### src/rtl/nbc_regs.vh
// Register map, field layout, reset values and opcodes of the nibble core.
// Assumes inclusion by bare name from the core module.
`ifndef NBC_REGS_VH
`define NBC_REGS_VH

// Register word indexes; byte address is four times the index
`define NBC_IDX_INSTR   6'h00
`define NBC_IDX_ACC     6'h01
`define NBC_IDX_PTR     6'h02
`define NBC_IDX_PC      6'h03
`define NBC_IDX_RAM     6'h04
`define NBC_IDX_PORTD   6'h05
`define NBC_IDX_TIMER2  6'h06
`define NBC_IDX_FLAGS   6'h07
`define NBC_IDX_STACK   6'h08
`define NBC_NUM_REGS    6'h09

// Field positions
`define NBC_ACC_CARRY   4
`define NBC_FLG_TMR1    0
`define NBC_FLG_TMR2    1
`define NBC_FLG_BOOL_LSB 2
`define NBC_FLG_CLKSEL  4
`define NBC_PC_SP_LSB   11

// Reset values
`define NBC_RST_PC      11'h000
`define NBC_RST_NIB     4'h0
`define NBC_RST_BYTE    8'h00
`define NBC_RST_LO      2'h0

// AXI responses
`define NBC_RESP_OKAY   2'h0
`define NBC_RESP_SLVERR 2'h2

// Opcodes (9-bit instruction words), 5-bit opcode prefixes and the short-call page
`define NBC_OP_BA       9'h001
`define NBC_OP_ADD_CARRY  9'h00B
`define NBC_OP_ROW_INC    9'h013
`define NBC_OP_ROW_DEC    9'h017
`define NBC_OP_PORT_TEST1 9'h024
`define NBC_OP_PORT_TEST2 9'h02B
`define NBC_OP_T1TEST   9'h042
`define NBC_OP_CALL_IDX   9'h050
`define NBC_OP_T2TEST   9'h052
`define NBC_OP_CLK_FULL   9'h059
`define NBC_OP_T2COPY   9'h09A
`define NBC_OP_SETLO    9'h09B
`define NBC_PFX_CALL_FAR  5'h07
`define NBC_PFX_ADDI    5'h0A
`define NBC_PAGE_TWO    4'h2

`endif

### src/rtl/nbc_rstack.v
// Four-entry return stack of 11-bit program counter values.
// Assumes a one-cycle push strobe from the core on the same clock.
`timescale 1ns/100ps
module nbc_rstack
#(
  parameter DEPTH_W = 2,
  parameter PC_W    = 11
)
(
  input  wire                aclk,
  input  wire                aresetn,
  input  wire                push,
  input  wire [PC_W-1:0]     push_data,
  output reg  [DEPTH_W-1:0]  stack_pointer,
  output wire [PC_W-1:0]     top
);
  reg     [PC_W-1:0] return_stack [0:(1<<DEPTH_W)-1];
  wire    [DEPTH_W-1:0] next_sp;
  integer i;

  assign next_sp = stack_pointer + {{(DEPTH_W-1){1'b0}}, 1'b1};
  assign top     = return_stack[stack_pointer];

  always @(posedge aclk)
  begin
    if (!aresetn)
    begin
      stack_pointer <= {DEPTH_W{1'b0}};
      for (i = 0; i < (1<<DEPTH_W); i = i + 1)
        return_stack[i] <= {PC_W{1'b0}};
    end
    else if (push)
    begin
      // Pointer and the entry at its new value are written on the same edge
      stack_pointer          <= next_sp;
      return_stack[next_sp]  <= push_data;
    end
  end
endmodule

### src/rtl/nbc_core.v
// Nibble core: executes branch, call, timer-flag, row-pointer and logic-select
// instructions written one word at a time over an AXI4-Lite slave.
// Assumes timer underflow pulses come from logic on aclk.
//
// Notes on behaviour
// - Add immediate adds 0..15 to A, keeps carry, skips on no overflow.
// - Indexed in-page jump takes upper three address bits with A as low four.
// - Short call pushes PC, bumps pointer, page becomes 2, low address immediate.
// - Far call pushes PC, bumps pointer, jumps to 7-bit address in page 0..15.
// - Indexed far call pushes PC, bumps pointer, page from second word's low four bits, then its bits 6..4, A as low four.
// - Clock switch moves system clock from oscillator/8 to undivided oscillator.
// - Row decrement subtracts one, skips when result wraps to 15.
// - Row increment adds one, skips when result wraps to 0.
// - Timer 1 flag test skips when flag set and clears the flag.
// - Timer 2 flag test skips when flag set and clears the flag.
// - Timer 2 reload copy loads counter nibbles from the low reload register.
// - Port bit test skips when D(row) is zero; valid for rows 4..7.
// - Logic select load copies A's two low bits into the selector.
// - A skip suppresses the next instruction but still spends its cycles.
// - Return stack holds four 11-bit entries indexed by a 2-bit pointer.
//
// Our own choices: the AXI4-Lite register port and the address map.
`timescale 1ns/100ps
`include "nbc_regs.vh"
module nbc_core
#(
  parameter [8:0] OP_T2COPY = `NBC_OP_T2COPY,
  parameter [8:0] OP_SETLO  = `NBC_OP_SETLO
)
(
  input  wire        aclk,
  input  wire        aresetn,
  input  wire [7:0]  s_axi_awaddr,
  input  wire [2:0]  s_axi_awprot,
  input  wire        s_axi_awvalid,
  output reg         s_axi_awready,
  input  wire [31:0] s_axi_wdata,
  input  wire [3:0]  s_axi_wstrb,
  input  wire        s_axi_wvalid,
  output reg         s_axi_wready,
  output reg  [1:0]  s_axi_bresp,
  output reg         s_axi_bvalid,
  input  wire        s_axi_bready,
  input  wire [7:0]  s_axi_araddr,
  input  wire [2:0]  s_axi_arprot,
  input  wire        s_axi_arvalid,
  output reg         s_axi_arready,
  output reg  [31:0] s_axi_rdata,
  output reg  [1:0]  s_axi_rresp,
  output reg         s_axi_rvalid,
  input  wire        s_axi_rready,
  input  wire        timer1_underflow,
  input  wire        timer2_underflow,
  output reg         system_clock_select,
  output reg  [1:0]  boolean_op_select,
  output reg  [7:0]  port_d_out,
  output reg  [7:0]  timer2_count
);
  reg  [7:0]  aw_addr_q;
  reg  [31:0] w_data_q;
  reg  [3:0]  w_strb_q;
  reg  [3:0]  acc;
  reg         carry_flag;
  reg  [1:0]  row_x;
  reg  [3:0]  row_y;
  reg  [10:0] program_counter;
  reg  [7:0]  timer2_low_reload;
  reg         timer1_underflow_flag;
  reg         timer2_underflow_flag;
  reg         skip;
  reg         pend;
  reg         pend_skip;
  reg  [8:0]  pend_op;
  reg  [3:0]  ram [0:63];
  wire [1:0]  stack_pointer;
  wire [10:0] stack_top;
  wire [5:0]  data_pointer;
  wire [3:0]  ram_dp;
  wire [5:0]  wr_idx;
  wire [5:0]  rd_idx;
  wire        wr_go;
  wire [8:0]  word;
  wire        ex_first;
  wire        ex_second;
  wire        push;
  wire [10:0] pc_inc;
  wire [4:0]  add_imm;
  wire [4:0]  add_mem;
  wire [287:0] reg_bus;
  wire [31:0] cur_w;
  wire [31:0] cur_r;
  wire [31:0] wm;
  integer     i;

  // Register index lies inside the map
  function mapped;
    input [5:0] idx;
    begin
      mapped = (idx < `NBC_NUM_REGS);
    end
  endfunction

  // First word of an instruction that takes a second word
  function is_two;
    input [8:0] w;
    begin
      is_two = (w == `NBC_OP_BA) || (w == `NBC_OP_CALL_IDX) || (w == `NBC_OP_PORT_TEST1) ||
               (w[8:4] == `NBC_PFX_CALL_FAR);
    end
  endfunction

  // Byte-lane merge of a write into the current register word
  function [31:0] merge;
    input [31:0] old;
    input [31:0] new_data;
    input [3:0]  strb;
    integer k;
    begin
      merge = old;
      for (k = 0; k < 4; k = k + 1)
        if (strb[k])
          merge[8*k +: 8] = new_data[8*k +: 8];
    end
  endfunction

  assign data_pointer = {row_x, row_y};
  assign ram_dp       = ram[data_pointer];
  assign wr_idx       = aw_addr_q[7:2];
  assign rd_idx       = s_axi_araddr[7:2];
  assign wr_go        = !s_axi_awready && !s_axi_wready && !s_axi_bvalid;
  assign word         = w_data_q[8:0];
  assign ex_first     = wr_go && (wr_idx == `NBC_IDX_INSTR) && (w_strb_q != 4'h0) && !pend;
  assign ex_second    = wr_go && (wr_idx == `NBC_IDX_INSTR) && (w_strb_q != 4'h0) && pend;
  assign pc_inc       = program_counter + 11'h001;
  assign add_imm      = {1'b0, acc} + {1'b0, word[3:0]};
  assign add_mem      = {1'b0, acc} + {1'b0, ram_dp} + {4'h0, carry_flag};
  assign push         = (ex_first && !skip && (word[8:7] == 2'b10)) ||
                        (ex_second && !pend_skip && ((pend_op == `NBC_OP_CALL_IDX) ||
                         (pend_op[8:4] == `NBC_PFX_CALL_FAR)));

  assign reg_bus = {
    {21'h0, stack_top},
    {27'h0, system_clock_select, boolean_op_select, timer2_underflow_flag, timer1_underflow_flag},
    {16'h0, timer2_low_reload, timer2_count},
    {24'h0, port_d_out},
    {28'h0, ram_dp},
    {19'h0, stack_pointer, program_counter},
    {26'h0, row_x, row_y},
    {27'h0, carry_flag, acc},
    {30'h0, pend, skip}};
  assign cur_w = mapped(wr_idx) ? reg_bus[wr_idx*32 +: 32] : 32'h0000_0000;
  assign cur_r = mapped(rd_idx) ? reg_bus[rd_idx*32 +: 32] : 32'h0000_0000;
  assign wm    = merge(cur_w, w_data_q, w_strb_q);

  nbc_rstack #(
    .DEPTH_W (2),
    .PC_W    (11)
  ) u_stack (
    .aclk          (aclk),
    .aresetn       (aresetn),
    .push          (push),
    .push_data     (pc_inc),
    .stack_pointer (stack_pointer),
    .top           (stack_top)
  );

  // AXI4-Lite handshakes: one write and one read in flight
  always @(posedge aclk)
  begin
    if (!aresetn)
    begin
      s_axi_awready <= 1'b1;
      s_axi_wready  <= 1'b1;
      s_axi_bvalid  <= 1'b0;
      s_axi_bresp   <= `NBC_RESP_OKAY;
      s_axi_arready <= 1'b1;
      s_axi_rvalid  <= 1'b0;
      s_axi_rresp   <= `NBC_RESP_OKAY;
      s_axi_rdata   <= 32'h0000_0000;
      aw_addr_q     <= 8'h00;
      w_data_q      <= 32'h0000_0000;
      w_strb_q      <= 4'h0;
    end
    else
    begin
      if (s_axi_awvalid && s_axi_awready)
      begin
        aw_addr_q     <= s_axi_awaddr;
        s_axi_awready <= 1'b0;
      end
      if (s_axi_wvalid && s_axi_wready)
      begin
        w_data_q     <= s_axi_wdata;
        w_strb_q     <= s_axi_wstrb;
        s_axi_wready <= 1'b0;
      end
      if (wr_go)
      begin
        s_axi_bvalid <= 1'b1;
        s_axi_bresp  <= mapped(wr_idx) ? `NBC_RESP_OKAY : `NBC_RESP_SLVERR;
      end
      if (s_axi_bvalid && s_axi_bready)
      begin
        s_axi_bvalid  <= 1'b0;
        s_axi_awready <= 1'b1;
        s_axi_wready  <= 1'b1;
      end
      if (s_axi_arvalid && s_axi_arready)
      begin
        s_axi_arready <= 1'b0;
        s_axi_rvalid  <= 1'b1;
        s_axi_rdata   <= cur_r;
        s_axi_rresp   <= mapped(rd_idx) ? `NBC_RESP_OKAY : `NBC_RESP_SLVERR;
      end
      if (s_axi_rvalid && s_axi_rready)
      begin
        s_axi_rvalid  <= 1'b0;
        s_axi_arready <= 1'b1;
      end
    end
  end

  // Core state: register writes and instruction execution
  always @(posedge aclk)
  begin
    if (!aresetn)
    begin
      acc                   <= `NBC_RST_NIB;
      carry_flag            <= 1'b0;
      row_x                 <= 2'h0;
      row_y                 <= `NBC_RST_NIB;
      program_counter       <= `NBC_RST_PC;
      port_d_out            <= `NBC_RST_BYTE;
      timer2_count          <= `NBC_RST_BYTE;
      timer2_low_reload     <= `NBC_RST_BYTE;
      timer1_underflow_flag <= 1'b0;
      timer2_underflow_flag <= 1'b0;
      system_clock_select   <= 1'b0;
      boolean_op_select     <= `NBC_RST_LO;
      skip                  <= 1'b0;
      pend                  <= 1'b0;
      pend_skip             <= 1'b0;
      pend_op               <= 9'h000;
      for (i = 0; i < 64; i = i + 1)
        ram[i] <= `NBC_RST_NIB;
    end
    else
    begin
      // Underflow sets the flag; a set in the clearing cycle wins
      timer1_underflow_flag <= timer1_underflow_flag | timer1_underflow;
      timer2_underflow_flag <= timer2_underflow_flag | timer2_underflow;
      if (wr_go)
      begin
        case (wr_idx)
          `NBC_IDX_ACC:
          begin
            acc        <= wm[3:0];
            carry_flag <= wm[`NBC_ACC_CARRY];
          end
          `NBC_IDX_PTR:
          begin
            row_y <= wm[3:0];
            row_x <= wm[5:4];
          end
          `NBC_IDX_PC:
            program_counter <= wm[10:0];
          `NBC_IDX_RAM:
            ram[w_data_q[9:4]] <= w_data_q[3:0];
          `NBC_IDX_PORTD:
            port_d_out <= wm[7:0];
          `NBC_IDX_TIMER2:
          begin
            timer2_count      <= wm[7:0];
            timer2_low_reload <= wm[15:8];
          end
          default:
          begin
          end
        endcase
      end
      if (ex_second)
      begin
        // Second word: one more cycle for the two-word instruction
        pend            <= 1'b0;
        program_counter <= pc_inc;
        skip            <= 1'b0;
        if (!pend_skip)
        begin
          if (pend_op == `NBC_OP_BA)
            program_counter <= {program_counter[10:7], word[6:4], acc};
          else if (pend_op[8:4] == `NBC_PFX_CALL_FAR)
            program_counter <= {pend_op[3:0], word[6:0]};
          else if (pend_op == `NBC_OP_CALL_IDX)
            program_counter <= {word[3:0], word[6:4], acc};
          else if (pend_op == `NBC_OP_PORT_TEST1)
            skip <= row_y[3:2] == 2'b01 && !port_d_out[row_y[2:0]];
        end
      end
      else if (ex_first)
      begin
        program_counter <= pc_inc;
        skip            <= 1'b0;
        if (is_two(word))
        begin
          pend      <= 1'b1;
          pend_op   <= word;
          pend_skip <= skip;
        end
        else if (!skip)
        begin
          if (word[8:4] == `NBC_PFX_ADDI)
          begin
            acc  <= add_imm[3:0];
            skip <= !add_imm[4];
          end
          else if (word[8:7] == 2'b11)
            program_counter <= {program_counter[10:7], word[6:0]};
          else if (word[8:7] == 2'b10)
            program_counter <= {`NBC_PAGE_TWO, word[6:0]};
          else
          begin
            case (word)
              `NBC_OP_ADD_CARRY:
              begin
                acc        <= add_mem[3:0];
                carry_flag <= add_mem[4];
              end
              `NBC_OP_CLK_FULL:
                system_clock_select <= 1'b1;
              `NBC_OP_ROW_DEC:
              begin
                row_y <= row_y - 4'h1;
                skip  <= (row_y == 4'h0);
              end
              `NBC_OP_ROW_INC:
              begin
                row_y <= row_y + 4'h1;
                skip  <= (row_y == 4'hF);
              end
              `NBC_OP_T1TEST:
              begin
                skip                  <= timer1_underflow_flag;
                timer1_underflow_flag <= timer1_underflow;
              end
              `NBC_OP_T2TEST:
              begin
                skip                  <= timer2_underflow_flag;
                timer2_underflow_flag <= timer2_underflow;
              end
              OP_T2COPY:
                timer2_count <= timer2_low_reload;
              OP_SETLO:
                boolean_op_select <= acc[1:0];
              default:
              begin
              end
            endcase
          end
        end
      end
    end
  end
endmodule

### config.mk
export PLATFORM = sky130hd
export DESIGN_NAME = nbc_core
export DESIGN_NICKNAME = d
export VERILOG_FILES = /design/src/rtl/nbc_rstack.v /design/src/rtl/nbc_core.v
export VERILOG_INCLUDE_DIRS = /design/src /design/src/rtl
export SDC_FILE = /design/constraint.sdc
export NUM_CORES = 1
export LEC_CHECK = 0
export BUFFER_PORTS_ARGS = -buffer_cell sky130_fd_sc_hd__buf_2
export CAP_MARGIN = 20
export CORE_UTILIZATION = 66
export DETAILED_ROUTE_END_ITERATION = 8
export PLACE_DENSITY = 0.91
export SYNTH_ARGS = -nofsm -noshare
export SYNTH_HDL_FRONTEND = slang
export SYNTH_SLANG_ARGS = --single-unit
### constraint.sdc
create_clock -name aclk -period 6.7 [get_ports aclk]
set_input_delay 1.005 -clock aclk [delete_from_list [all_inputs] [get_ports aclk]]
set_output_delay 1.005 -clock aclk [all_outputs]
set_load 0.05 [all_outputs]
# After elaboration in Yosys (flattened, before gate mapping)
# Memories as Yosys holds them, arrays and structs flattened. A register that Yosys moved wholly into a read port is not among the register bits.
# Index checks and enable logic that the tools add are counted.
# totals
regBits	134
latchBits	0
ramBits	300
rom_bits	0
inputBits	67
out_inout_bits	60
wordCells	236
n_memories	2
# mem_list
memory	words	word_bits	rd	rd_clocked_by_memory_dff	wr	line_no	rtl
ram	64	4	1	0	64	nbc_core.v:74	reg [3:0] ram [0:63];
u_stack.return_stack	4	11	1	1	4	nbc_rstack.v:17	reg [PC_W-1:0] return_stack [0:(1<<DEPTH_W)-1];
# classes
n_addsub	7
multipliers	0
div	0
magnitude_cmp	3
n_eq_ne	29
shifts	2
n_mux	106
bitwise_logic	9
n_reduce_logical	49
# ops
operator	n
$shiftx A288 B12 Y16	1
$shiftx A288 B12 Y32	1
$mux W11	14
$mux W8	12
$mux W4	20
$mux W1	49
$eq A9 B7 Y1 const B	5
$mux W32	1
$eq A6 B3 Y1 const B	3
$eq A9 B1 Y1 const B	2
$eq A9 B5 Y1 const B	2
$eq A9 B6 Y1 const B	2
$eq A9 B8 Y1 const B	2
$logic_and A1 B1 Y1	16
$mux W16	1
$reduce_and A8 Y1	2
$eq A6 B2 Y1 const B	2
$lt A6 B4 Y1 const B	2
$add A11 B1 Y11 const B	1
$reduce_or A11 Y1	1
$add A4 B4 Y5	2
$eq A5 B3 Y1 const B	2
$mux W2	5
$reduce_and A2 Y1	5
30 further kinds	52

# Logic depth before layout (Yosys ltp)
# Gate-level depths: netlist of the first run.
# depth
ltp_word	14
mapped_depth	14
depth_no_buf	11

# Hierarchy
# A second synthesis of the first run with hierarchy kept.
# hier_totals
cells_unflattened	1913
hier_area_um2	20724.9
# modules_own_cells
module	instances	cells_per_inst	area_per_inst_um2	seq_area_each_um2
nbc_core	1	1784	18620.4	9929.5
nbc_rstack	1	129	2104.5	1401.3

# Least setup slack after synthesis of the first run
# No wires, ideal clock.
# synth_path
path_type	reg-to-reg
startpoint	register row_y[1]
endpoint	register acc[2]
setup_ns	0.115
arrival_time_ns	3.242
required_time_ns	6.585
slack_ns	3.343
stages_incl_launch_ff	15
n_path_buf	3
synth_period_minus_slack_ns	3.357
path_cell_list	dfxtp_1 -> buf_4 -> buf_2 -> buf_2 -> mux4_2 -> mux2i_1 -> nor2_1 -> o31ai_1 -> nor2_1 -> fa_1 -> fa_1 -> xor2_1 -> a21oi_1 -> o22ai_1 -> and2_1
# synth_via
elab_chain_cells	14
elab_cells_between_ends	16
cone_classes	add/sub (2); shift (1); mux (12); memory (1)
# synth_rtl
item	line_no	rtl
from (decl)	nbc_core.v:65	reg [3:0] row_y;
from (signal assigned)	nbc_core.v:231	row_y <= `NBC_RST_NIB;
from (signal assigned)	nbc_core.v:262	row_y <= wm[3:0];
from (signal assigned)	nbc_core.v:332	row_y <= row_y - 4'h1;
$mem_v2 Z64 W4 (*)	n/a	
$shiftx A288 B12 Y16	nbc_core.v:151	assign cur_w = mapped(wr_idx) ? reg_bus[wr_idx*32 +: 32] : 32'h0000_0000;
$mux W16	nbc_core.v:151	
$mux W8	nbc_core.v:121	if (strb[k])
$mux W4	nbc_core.v:254	case (wr_idx)
$mux W4	nbc_core.v:252	if (wr_go)
$mux W4	nbc_core.v:322	case (word)
$mux W4	nbc_core.v:318	else if (word[8:7] == 2'b10)
$mux W4	nbc_core.v:316	else if (word[8:7] == 2'b11)
$mux W4	nbc_core.v:311	if (word[8:4] == `NBC_PFX_ADDI)
$mux W4	nbc_core.v:309	else if (!skip)
$mux W4	nbc_core.v:303	if (is_two(word))
$mux W4	nbc_core.v:299	else if (ex_first)
$mux W4 (*)	nbc_core.v:281	if (ex_second)
to (signal assigned)	nbc_core.v:257	acc <= wm[3:0];
to (signal assigned)	nbc_core.v:313	acc <= add_imm[3:0];
to (signal assigned)	nbc_core.v:325	acc <= add_mem[3:0];
to (decl)	nbc_core.v:62	reg [3:0] acc;
# Every way passes the cells marked *; elsewhere a longest branch is shown, timed or not.
# A chain may end at the register's enable or synchronous reset.

# Worst setup path in the final report of the first run
# layout_path
startpoint	register row_y[0]
endpoint	register acc[3]
# The elaborated chain is that of the path after synthesis.

==> results of run 1 <==
-- Yosys cell counts, types with 11 or more instances --
cell	n	share of area, %
nor2_1	416	7.6
a22o_1	11	0.47
nand3_1	28	0.68
nand2_1	151	2.8
nor2b_1	22	0.67
clkbuf_1	118	2.2
dfxtp_1	116	11
o31ai_1	12	0.44
mux2i_1	52	2.5
a22oi_1	45	1.6
buf_2	15	0.36
o21ai_0	111	2.7
a211oi_1	17	0.62
edfxtp_1	300	44
xor2_1	11	0.47
buf_4	23	0.84
a21oi_1	90	2.2
nor3_1	14	0.34
inv_1	23	0.42
a31oi_1	11	0.33
a221oi_1	11	0.47
mux4_2	72	7.9
-- per-stage QoR --
| stage | area (um2) | utilization, % | power, uW | std cells | worst slack [ns] |
|---|---|---|---|---|---|
| final | 22300 | 72.9 | 5420 | 2331 | 2.40 |
| after global routing | 22300 | 72.9 | 5530 | 2331 | 2.23 |
| after CTS | 22300 | 72.8 | 5390 | 2330 | 2.36 |
| after detailed placement | 21000 | 68.7 | 3270 | 2255 | 2.43 |
| after global placement | 21000 | 68.7 | 3250 | 2255 | 2.40 |
| after floorplan | 20600 | - | 3150 | 1915 | 3.34 |
-- registers in the layout, indices dropped and copies added (netlist names), 4 cells and up, named ones only --
signal / count
u_stack.return_stack: 44
timer2_count: 8
ram: 256
port_d_out: 8
w_strb_q: 4
timer2_low_reload: 8
pend_op: 9
program_counter: 11
row_y: 4
s_axi_rdata: 16
aw_addr_q: 6
acc: 4
w_data_q: 16
-- worst min-delay path by stage --
| stage | cells past startpoint | end | slack, ns | start |
|---|---|---|---|---|
| 6_report | 2 | w_data_q[12] | 0.46 | w_data_q[12] |
| 3_3_place_gp | 2 | w_data_q[11] | 0.44 | w_data_q[11] |
| 4_1_cts | 2 | w_data_q[12] | 0.46 | w_data_q[12] |
| 2_1_floorplan | 2 | w_data_q[11] | 0.44 | w_data_q[11] |
| 5_1_grt | 2 | w_data_q[11] | 0.48 | w_data_q[11] |
| 3_5_place_dp | 2 | w_data_q[11] | 0.45 | w_data_q[11] |
-- final cells by class --
class | instances | area [um2]
sequential | 416 | 11300
fill | 2024 | 8300
tap | 396 | 495
clock buffer | 50 | 1090
inverter | 23 | 86.3
clock inverter | 25 | 171
multi-input combinational | 1306 | 8450
timing repair buffer | 115 | 656
-- cell families after synthesis --
family                   count (synthesis)
multiplexers                           134
flip-flops                             416
AND/OR/NAND/NOR                        728
other                                    1
buffers and inverters                  193
XOR/XNOR                                17
AO/OA/AOI/OAI                          395
adder cells (fa/ha/maj)                 14
-- power breakdown --
part	internal (uW)	leakage, uW	switching, uW
Clock	1170	0.000611	1010
Combinational	94.9	0.00275	261
Sequential	2830	0.00403	48.9
-- per-layer routing --
metal,wire length (um),GRT usage (%),part of all wire [%]
met2,27500,60.9,47
met1,19700,46.7,33
met4,4000,22.2,6.8
met3,7680,7.63,13
met5,0,0,0
-- worst reg2reg max path: cells and delay by family, from the launching register on --
kind | cells | cell delay [ns]
buf+inv | 1 | 0.44
flops | 1 | 0.96
compound gates | 6 | 1.43
mux | 1 | 0.57
simple gates | 1 | 0.14
fa+ha+maj | 1 | 0.46
xor+xnor | 1 | 0.19
==> impl_metrics.json, run 1 <==
{
  "synth_compound_area_share_pct": 12.6,
  "arrival_ns": 4.74,
  "die_w_um": 179,
  "worst-r2r-cell-count": 11,
  "die-area_um2": 31900,
  "layout_commonest_cell": "nor2_1",
  "cts_root_buf": "clkbuf_16",
  "cp-end-kind": "flip-flop",
  "slowest_stage": "dfxtp_4",
  "io_pins": 127,
  "fin_crit_ns": 4.30,
  "synth.mux.area_fraction_pct": 11.0,
  "leakagePower_uw": 0.00739,
  "path_class": "flip-flop to flip-flop",
  "maxSlewViolCount": 0,
  "synth_simple_gate_area_share_pct": 15.5,
  "crit_required_ns": 7.14,
  "antenna_found_initial": 0,
  "ys_seq_elements": 416,
  "cts.clk_slew.worst_paths_ns": 0.06,
  "vias_per_cell": 6.99,
  "layout_common_cells": "nor2_1 (416), edfxtp_1 (300), nand2_1 (151)",
  "path_delay_family": "compound AO/OA/AOI/OAI gates",
  "drcViolationCount": 0,
  "grt-ovfl-total": 0,
  "crit_start": "row_y[0]",
  "ctsResizeCount": 0,
  "worstSkewPairLatency_ns": 0.56,
  "status": "finished, final reports clean",
  "area_growth_pct": 8.34,
  "first_pass_iters": 8,
  "min_path_type": "flip-flop to flip-flop",
  "hold_viol_final": 0,
  "synth.cell_area_um2": 20600,
  "worst-path-stages": 11,
  "drt-wirelength-per-cell_um": 25.2,
  "start_util_pct": 67.3,
  "drt_iter0_drc": 2308,
  "rrSetupSlack_ns": 2.40,
  "slew_headroom_pct": 19.3,
  "cts_buffers": 42,
  "num_rows": 64,
  "postCtsSetupBuffers": 0,
  "core-area_um2": 30600,
  "cts_sinks": 416,
  "htreeDepth": 2,
  "hold_ws_ns": 0.456,
  "path_cells": "buf_4 > mux4_2 > a22oi_1 > a21oi_1 > nor2_1 > o221ai_1 > ha_1 > a21oi_1 > xor2_1 > a32oi_1 > o221a_2",
  "numPortBuffers": 82,
  "clockBufferDepth": 3,
  "fmaxAchievable_mhz": 233,
  "die_y_um": 179,
  "r2r-end": "acc[3]",
  "finalNetCount": 1985,
  "critPathBufInv": 1,
  "layout-drive-gt1-share_pct": 15.5,
  "routed_wl_um": 58800,
  "avgSynthCellArea_um2": 10.8,
  "fin_crit_sh_pct": 64.2,
  "track_usage_pct": 37.5,
  "cp-start-kind": "flip-flop",
  "synthFlopType": "edfxtp_1",
  "drv_cap": 0,
  "antennaDiodeCount": 0,
  "grt_pass1_vias": 15700,
  "fin_worst_skew_ns": 0.0181,
  "cp_common_cell": "a21oi_1",
  "tns_ns": 0,
  "yosysWarnings": 0,
  "cp_slowest_stage_delay_ns": 0.96,
  "setup-violations-final": 0,
  "synth_top_family_by_area": "simple AND/OR/NAND/NOR gates",
  "synth_fa_ha_area_share_pct": 0.997,
  "syn_inst": 1898,
  "grt_max_degree": 86,
  "cp_max_fo": 46,
  "grt_pass1_wl_um": 89200,
  "timing.rr.start": "row_y[0]",
  "synth-seq-area-share_pct": 55.1,
  "worst_pin_slew_ns": 1.21,
  "cts_tree": "yes",
  "via_count": 16300,
  "gp_congestion": 1.05,
  "synth_edf_count": 300,
  "dpl.hpwl_um": 37700,
  "power_density_nw_per_um2": 243,
  "ctsHoldBuffers": 0,
  "detail-route-antenna-nets": 0,
  "synth_cell_types": 87,
  "endpoint": "acc[3]",
  "rsz0062_at_grt": "false",
  "vdd_drop_max_uv": 298,
  "synth_xor_area_share_pct": 0.724,
  "async_flop_share_pct": 0
}
Note: power is estimated with default switching activity, not from simulation.
==> run 2, diff against run 1 <==
--- a/config.mk
+++ b/config.mk
@@ -8,9 +8,9 @@
 export LEC_CHECK = 0
 export BUFFER_PORTS_ARGS = -buffer_cell sky130_fd_sc_hd__buf_2
 export CAP_MARGIN = 20
-export CORE_UTILIZATION = 66
+export CORE_UTILIZATION = 55
 export DETAILED_ROUTE_END_ITERATION = 8
-export PLACE_DENSITY = 0.91
+export PLACE_DENSITY = 0.81
 export SYNTH_ARGS = -nofsm -noshare
 export SYNTH_HDL_FRONTEND = slang
 export SYNTH_SLANG_ARGS = --single-unit
==> constraint.sdc (replaced) <==
create_clock -name aclk -period 3.5 [get_ports aclk]
set_input_delay 0.525 -clock aclk [delete_from_list [all_inputs] [get_ports aclk]]
set_output_delay 0.525 -clock aclk [all_outputs]
set_load 0.05 [all_outputs]
==> run 2 against run 1 <==
Sequential power is 91% higher. Clock-buffer cell count up 6. Non-clock buffer count is 71 higher. Critical endpoint is now acc[1].
==> impl_metrics.json, run 2 (synthesized netlist as in run 1, its figures left out) <==
{
  "status": "finished, final reports clean",
  "p_int_uw": 8400,
  "arrival_ns": 3.94,
  "cts_tree": "yes",
  "via_count": 16300,
  "switching_share_pct": 23.3,
  "p_clk_share_pct": 43.2,
  "track_usage_pct": 31.7,
  "layout_common_cells": "nor2_1 (415), edfxtp_1 (300), nand2_1 (151)",
  "p_switching_uw": 2560,
  "place_inst": 2392,
  "vias_per_cell": 6.58,
  "worst-r2r-cell-count": 14,
  "fmaxAchievable_mhz": 291,
  "fin_crit_sh_pct": 98.1,
  "cp-start-kind": "flip-flop",
  "drv_cap": 0,
  "worst_pin_slew_ns": 1.02,
  "io_pins": 127,
  "first_pass_iters": 6,
  "setup-violations-final": 0,
  "final_cells": 2479,
  "die_w_um": 195,
  "path_delay_family": "adder cells",
  "cts_buffers": 44,
  "pwr-share-comb_pct": 6.6,
  "worstSkewPairLatency_ns": 0.58,
  "detail-route-antenna-nets": 0,
  "dpl.hpwl_um": 41400,
  "slowest_stage": "fa_2",
  "core-area_um2": 36700,
  "routed_wl_um": 60400,
  "fin_worst_skew_ns": 0.0230,
  "drt_iter0_drc": 1820,
  "grt-ovfl-total": 0,
  "regMostFlops": "ram",
  "maxSlewViolCount": 0,
  "power_frac_seq_pct": 50.2,
  "drt-wirelength-per-cell_um": 24.4,
  "die_y_um": 195,
  "grt_pass1_vias": 15700,
  "fin_crit_ns": 3.43,
  "reg_top3": "ram x256, u_stack.return_stack x44",
  "dp_slack_ns": -0.116,
  "finalNetCount": 2058,
  "worstHoldPathCells": 2,
  "setup_slack_ns": 0.0657,
  "hp-start": "s_axi_wvalid",
  "clockBufferDepth": 3,
  "layout_commonest_cell": "nor2_1",
  "leakagePower_uw": 0.00792,
  "area_growth_pct": 13.3,
  "numPortBuffers": 82,
  "path_class": "flip-flop to flip-flop",
  "crit_required_ns": 4.00,
  "largest_reg_flops": 256,
  "antenna_found_initial": 0,
  "hold_ws_ns": 0.151,
  "cp-end-kind": "flip-flop",
  "min_path_type": "input port to flip-flop",
  "power_density_nw_per_um2": 470,
  "num_rows": 70,
  "path_cells": "buf_12 > buf_6 > mux4_2 > mux2_2 > a221o_1 > o31ai_2 > buf_4 > nor2_2 > fa_2 > fa_2 > nor2_1 > a31oi_1 > o31ai_1 > a211oi_1",
  "ctsHoldBuffers": 0,
  "vdd_drop_max_uv": 449,
  "grt_max_degree": 70,
  "cp_slowest_stage_delay_ns": 0.55,
  "hold_path_end": "s_axi_wready",
  "hold_viol_final": 0,
  "critPathBufInv": 3,
  "cp_max_fo": 6,
  "layout-drive-gt1-share_pct": 19.0,
  "cts.clk_slew.worst_paths_ns": 0.06,
  "slew_headroom_pct": 31.7,
  "gp_congestion": 0.987,
  "timing.rr.start": "row_y[1]",
  "r2r-end": "acc[1]",
  "cp_common_cell": "fa_2",
  "antennaDiodeCount": 0,
  "drcViolationCount": 0,
  "grt_pass1_wl_um": 91400,
  "cts_root_buf": "clkbuf_16",
  "cts_sinks": 416,
  "rrSetupSlack_ns": 0.07,
  "utilization_pct": 63.5,
  "die-area_um2": 38200,
  "start_util_pct": 56.1,
  "htreeDepth": 2
}
## run 2: worst max-delay path by stage
stage | startpoint | to | slack [ns] | cells after the start
2_1_floorplan | row_y[1] | acc[2] | 0.14 | 14
3_3_place_gp | row_y[1] | acc[2] | -0.06 | 14
3_5_place_dp | row_y[1] | acc[1] | -0.12 | 14
4_1_cts | row_y[1] | acc[1] | 0.03 | 14
5_1_grt | row_y[1] | acc[1] | -0.02 | 14
6_report | row_y[1] | acc[1] | 0.07 | 14
## run 2: stage by stage
| step | instance area, um2 | TNS [ns] | power, uW |
|---|---|---|---|
| floorplan | 20600 | 0 | 6040 |
| global placement | 21700 | -0.125 | 6270 |
| detailed placement | 21700 | -0.225 | 6290 |
| CTS | 23300 | 0 | 11000 |
| global route | 23300 | -0.0240 | 11200 |
| finish | 23300 | 0 | 11000 |
## run 2: layer usage
layer,GRT usage [%],routed length (um),vias to the layer above
met5,0,0,-
met4,18.5,3600,0
met3,5.92,6380,238
met2,51.2,28300,1128
met1,40.1,22100,7848
li1,-,-,7087
## run 2: area by class of cell
| class | count | area, um2 |
|---|---|---|
| Multi-Input combinational cell | 1306 | 8490 |
| Timing Repair Buffer | 186 | 1360 |
| Sequential cell | 416 | 11300 |
| Clock inverter | 24 | 269 |
| Clock buffer | 56 | 1190 |
| Fill cell | 2693 | 13400 |
| Tap cell | 468 | 586 |
| Inverter | 23 | 86.3 |
## run 2: what timing repair did
item | CTS | global route
pin swaps | 1 | 4
endpoints found under the setup margin | 3 | 4
endpoints found under the hold margin | 0 | 0
buffers inserted | 3 | 3
gates resized for setup | 4 | 7
gates cloned | 1 | 0
## run 2: worst reg2reg max path: cells and delay by family (launching register included)
family                     cells  cell delay [ns]
adders and majority gates      2             0.93
AOI/OAI and AO/OA              5             0.89
muxes                          2             0.58
DFF                            1             0.43
buffers and inverters          3             0.42
and+or+nand+nor                2             0.09
## run 2: power groups by stage
stage	logic [uW]	clock network, uW	registers, uW
CTS	701	4770	5490
detailed placement	695	0	5590
global placement	681	0	5580
global route	762	4960	5500
finish	724	4730	5490
floorplan	462	0	5580
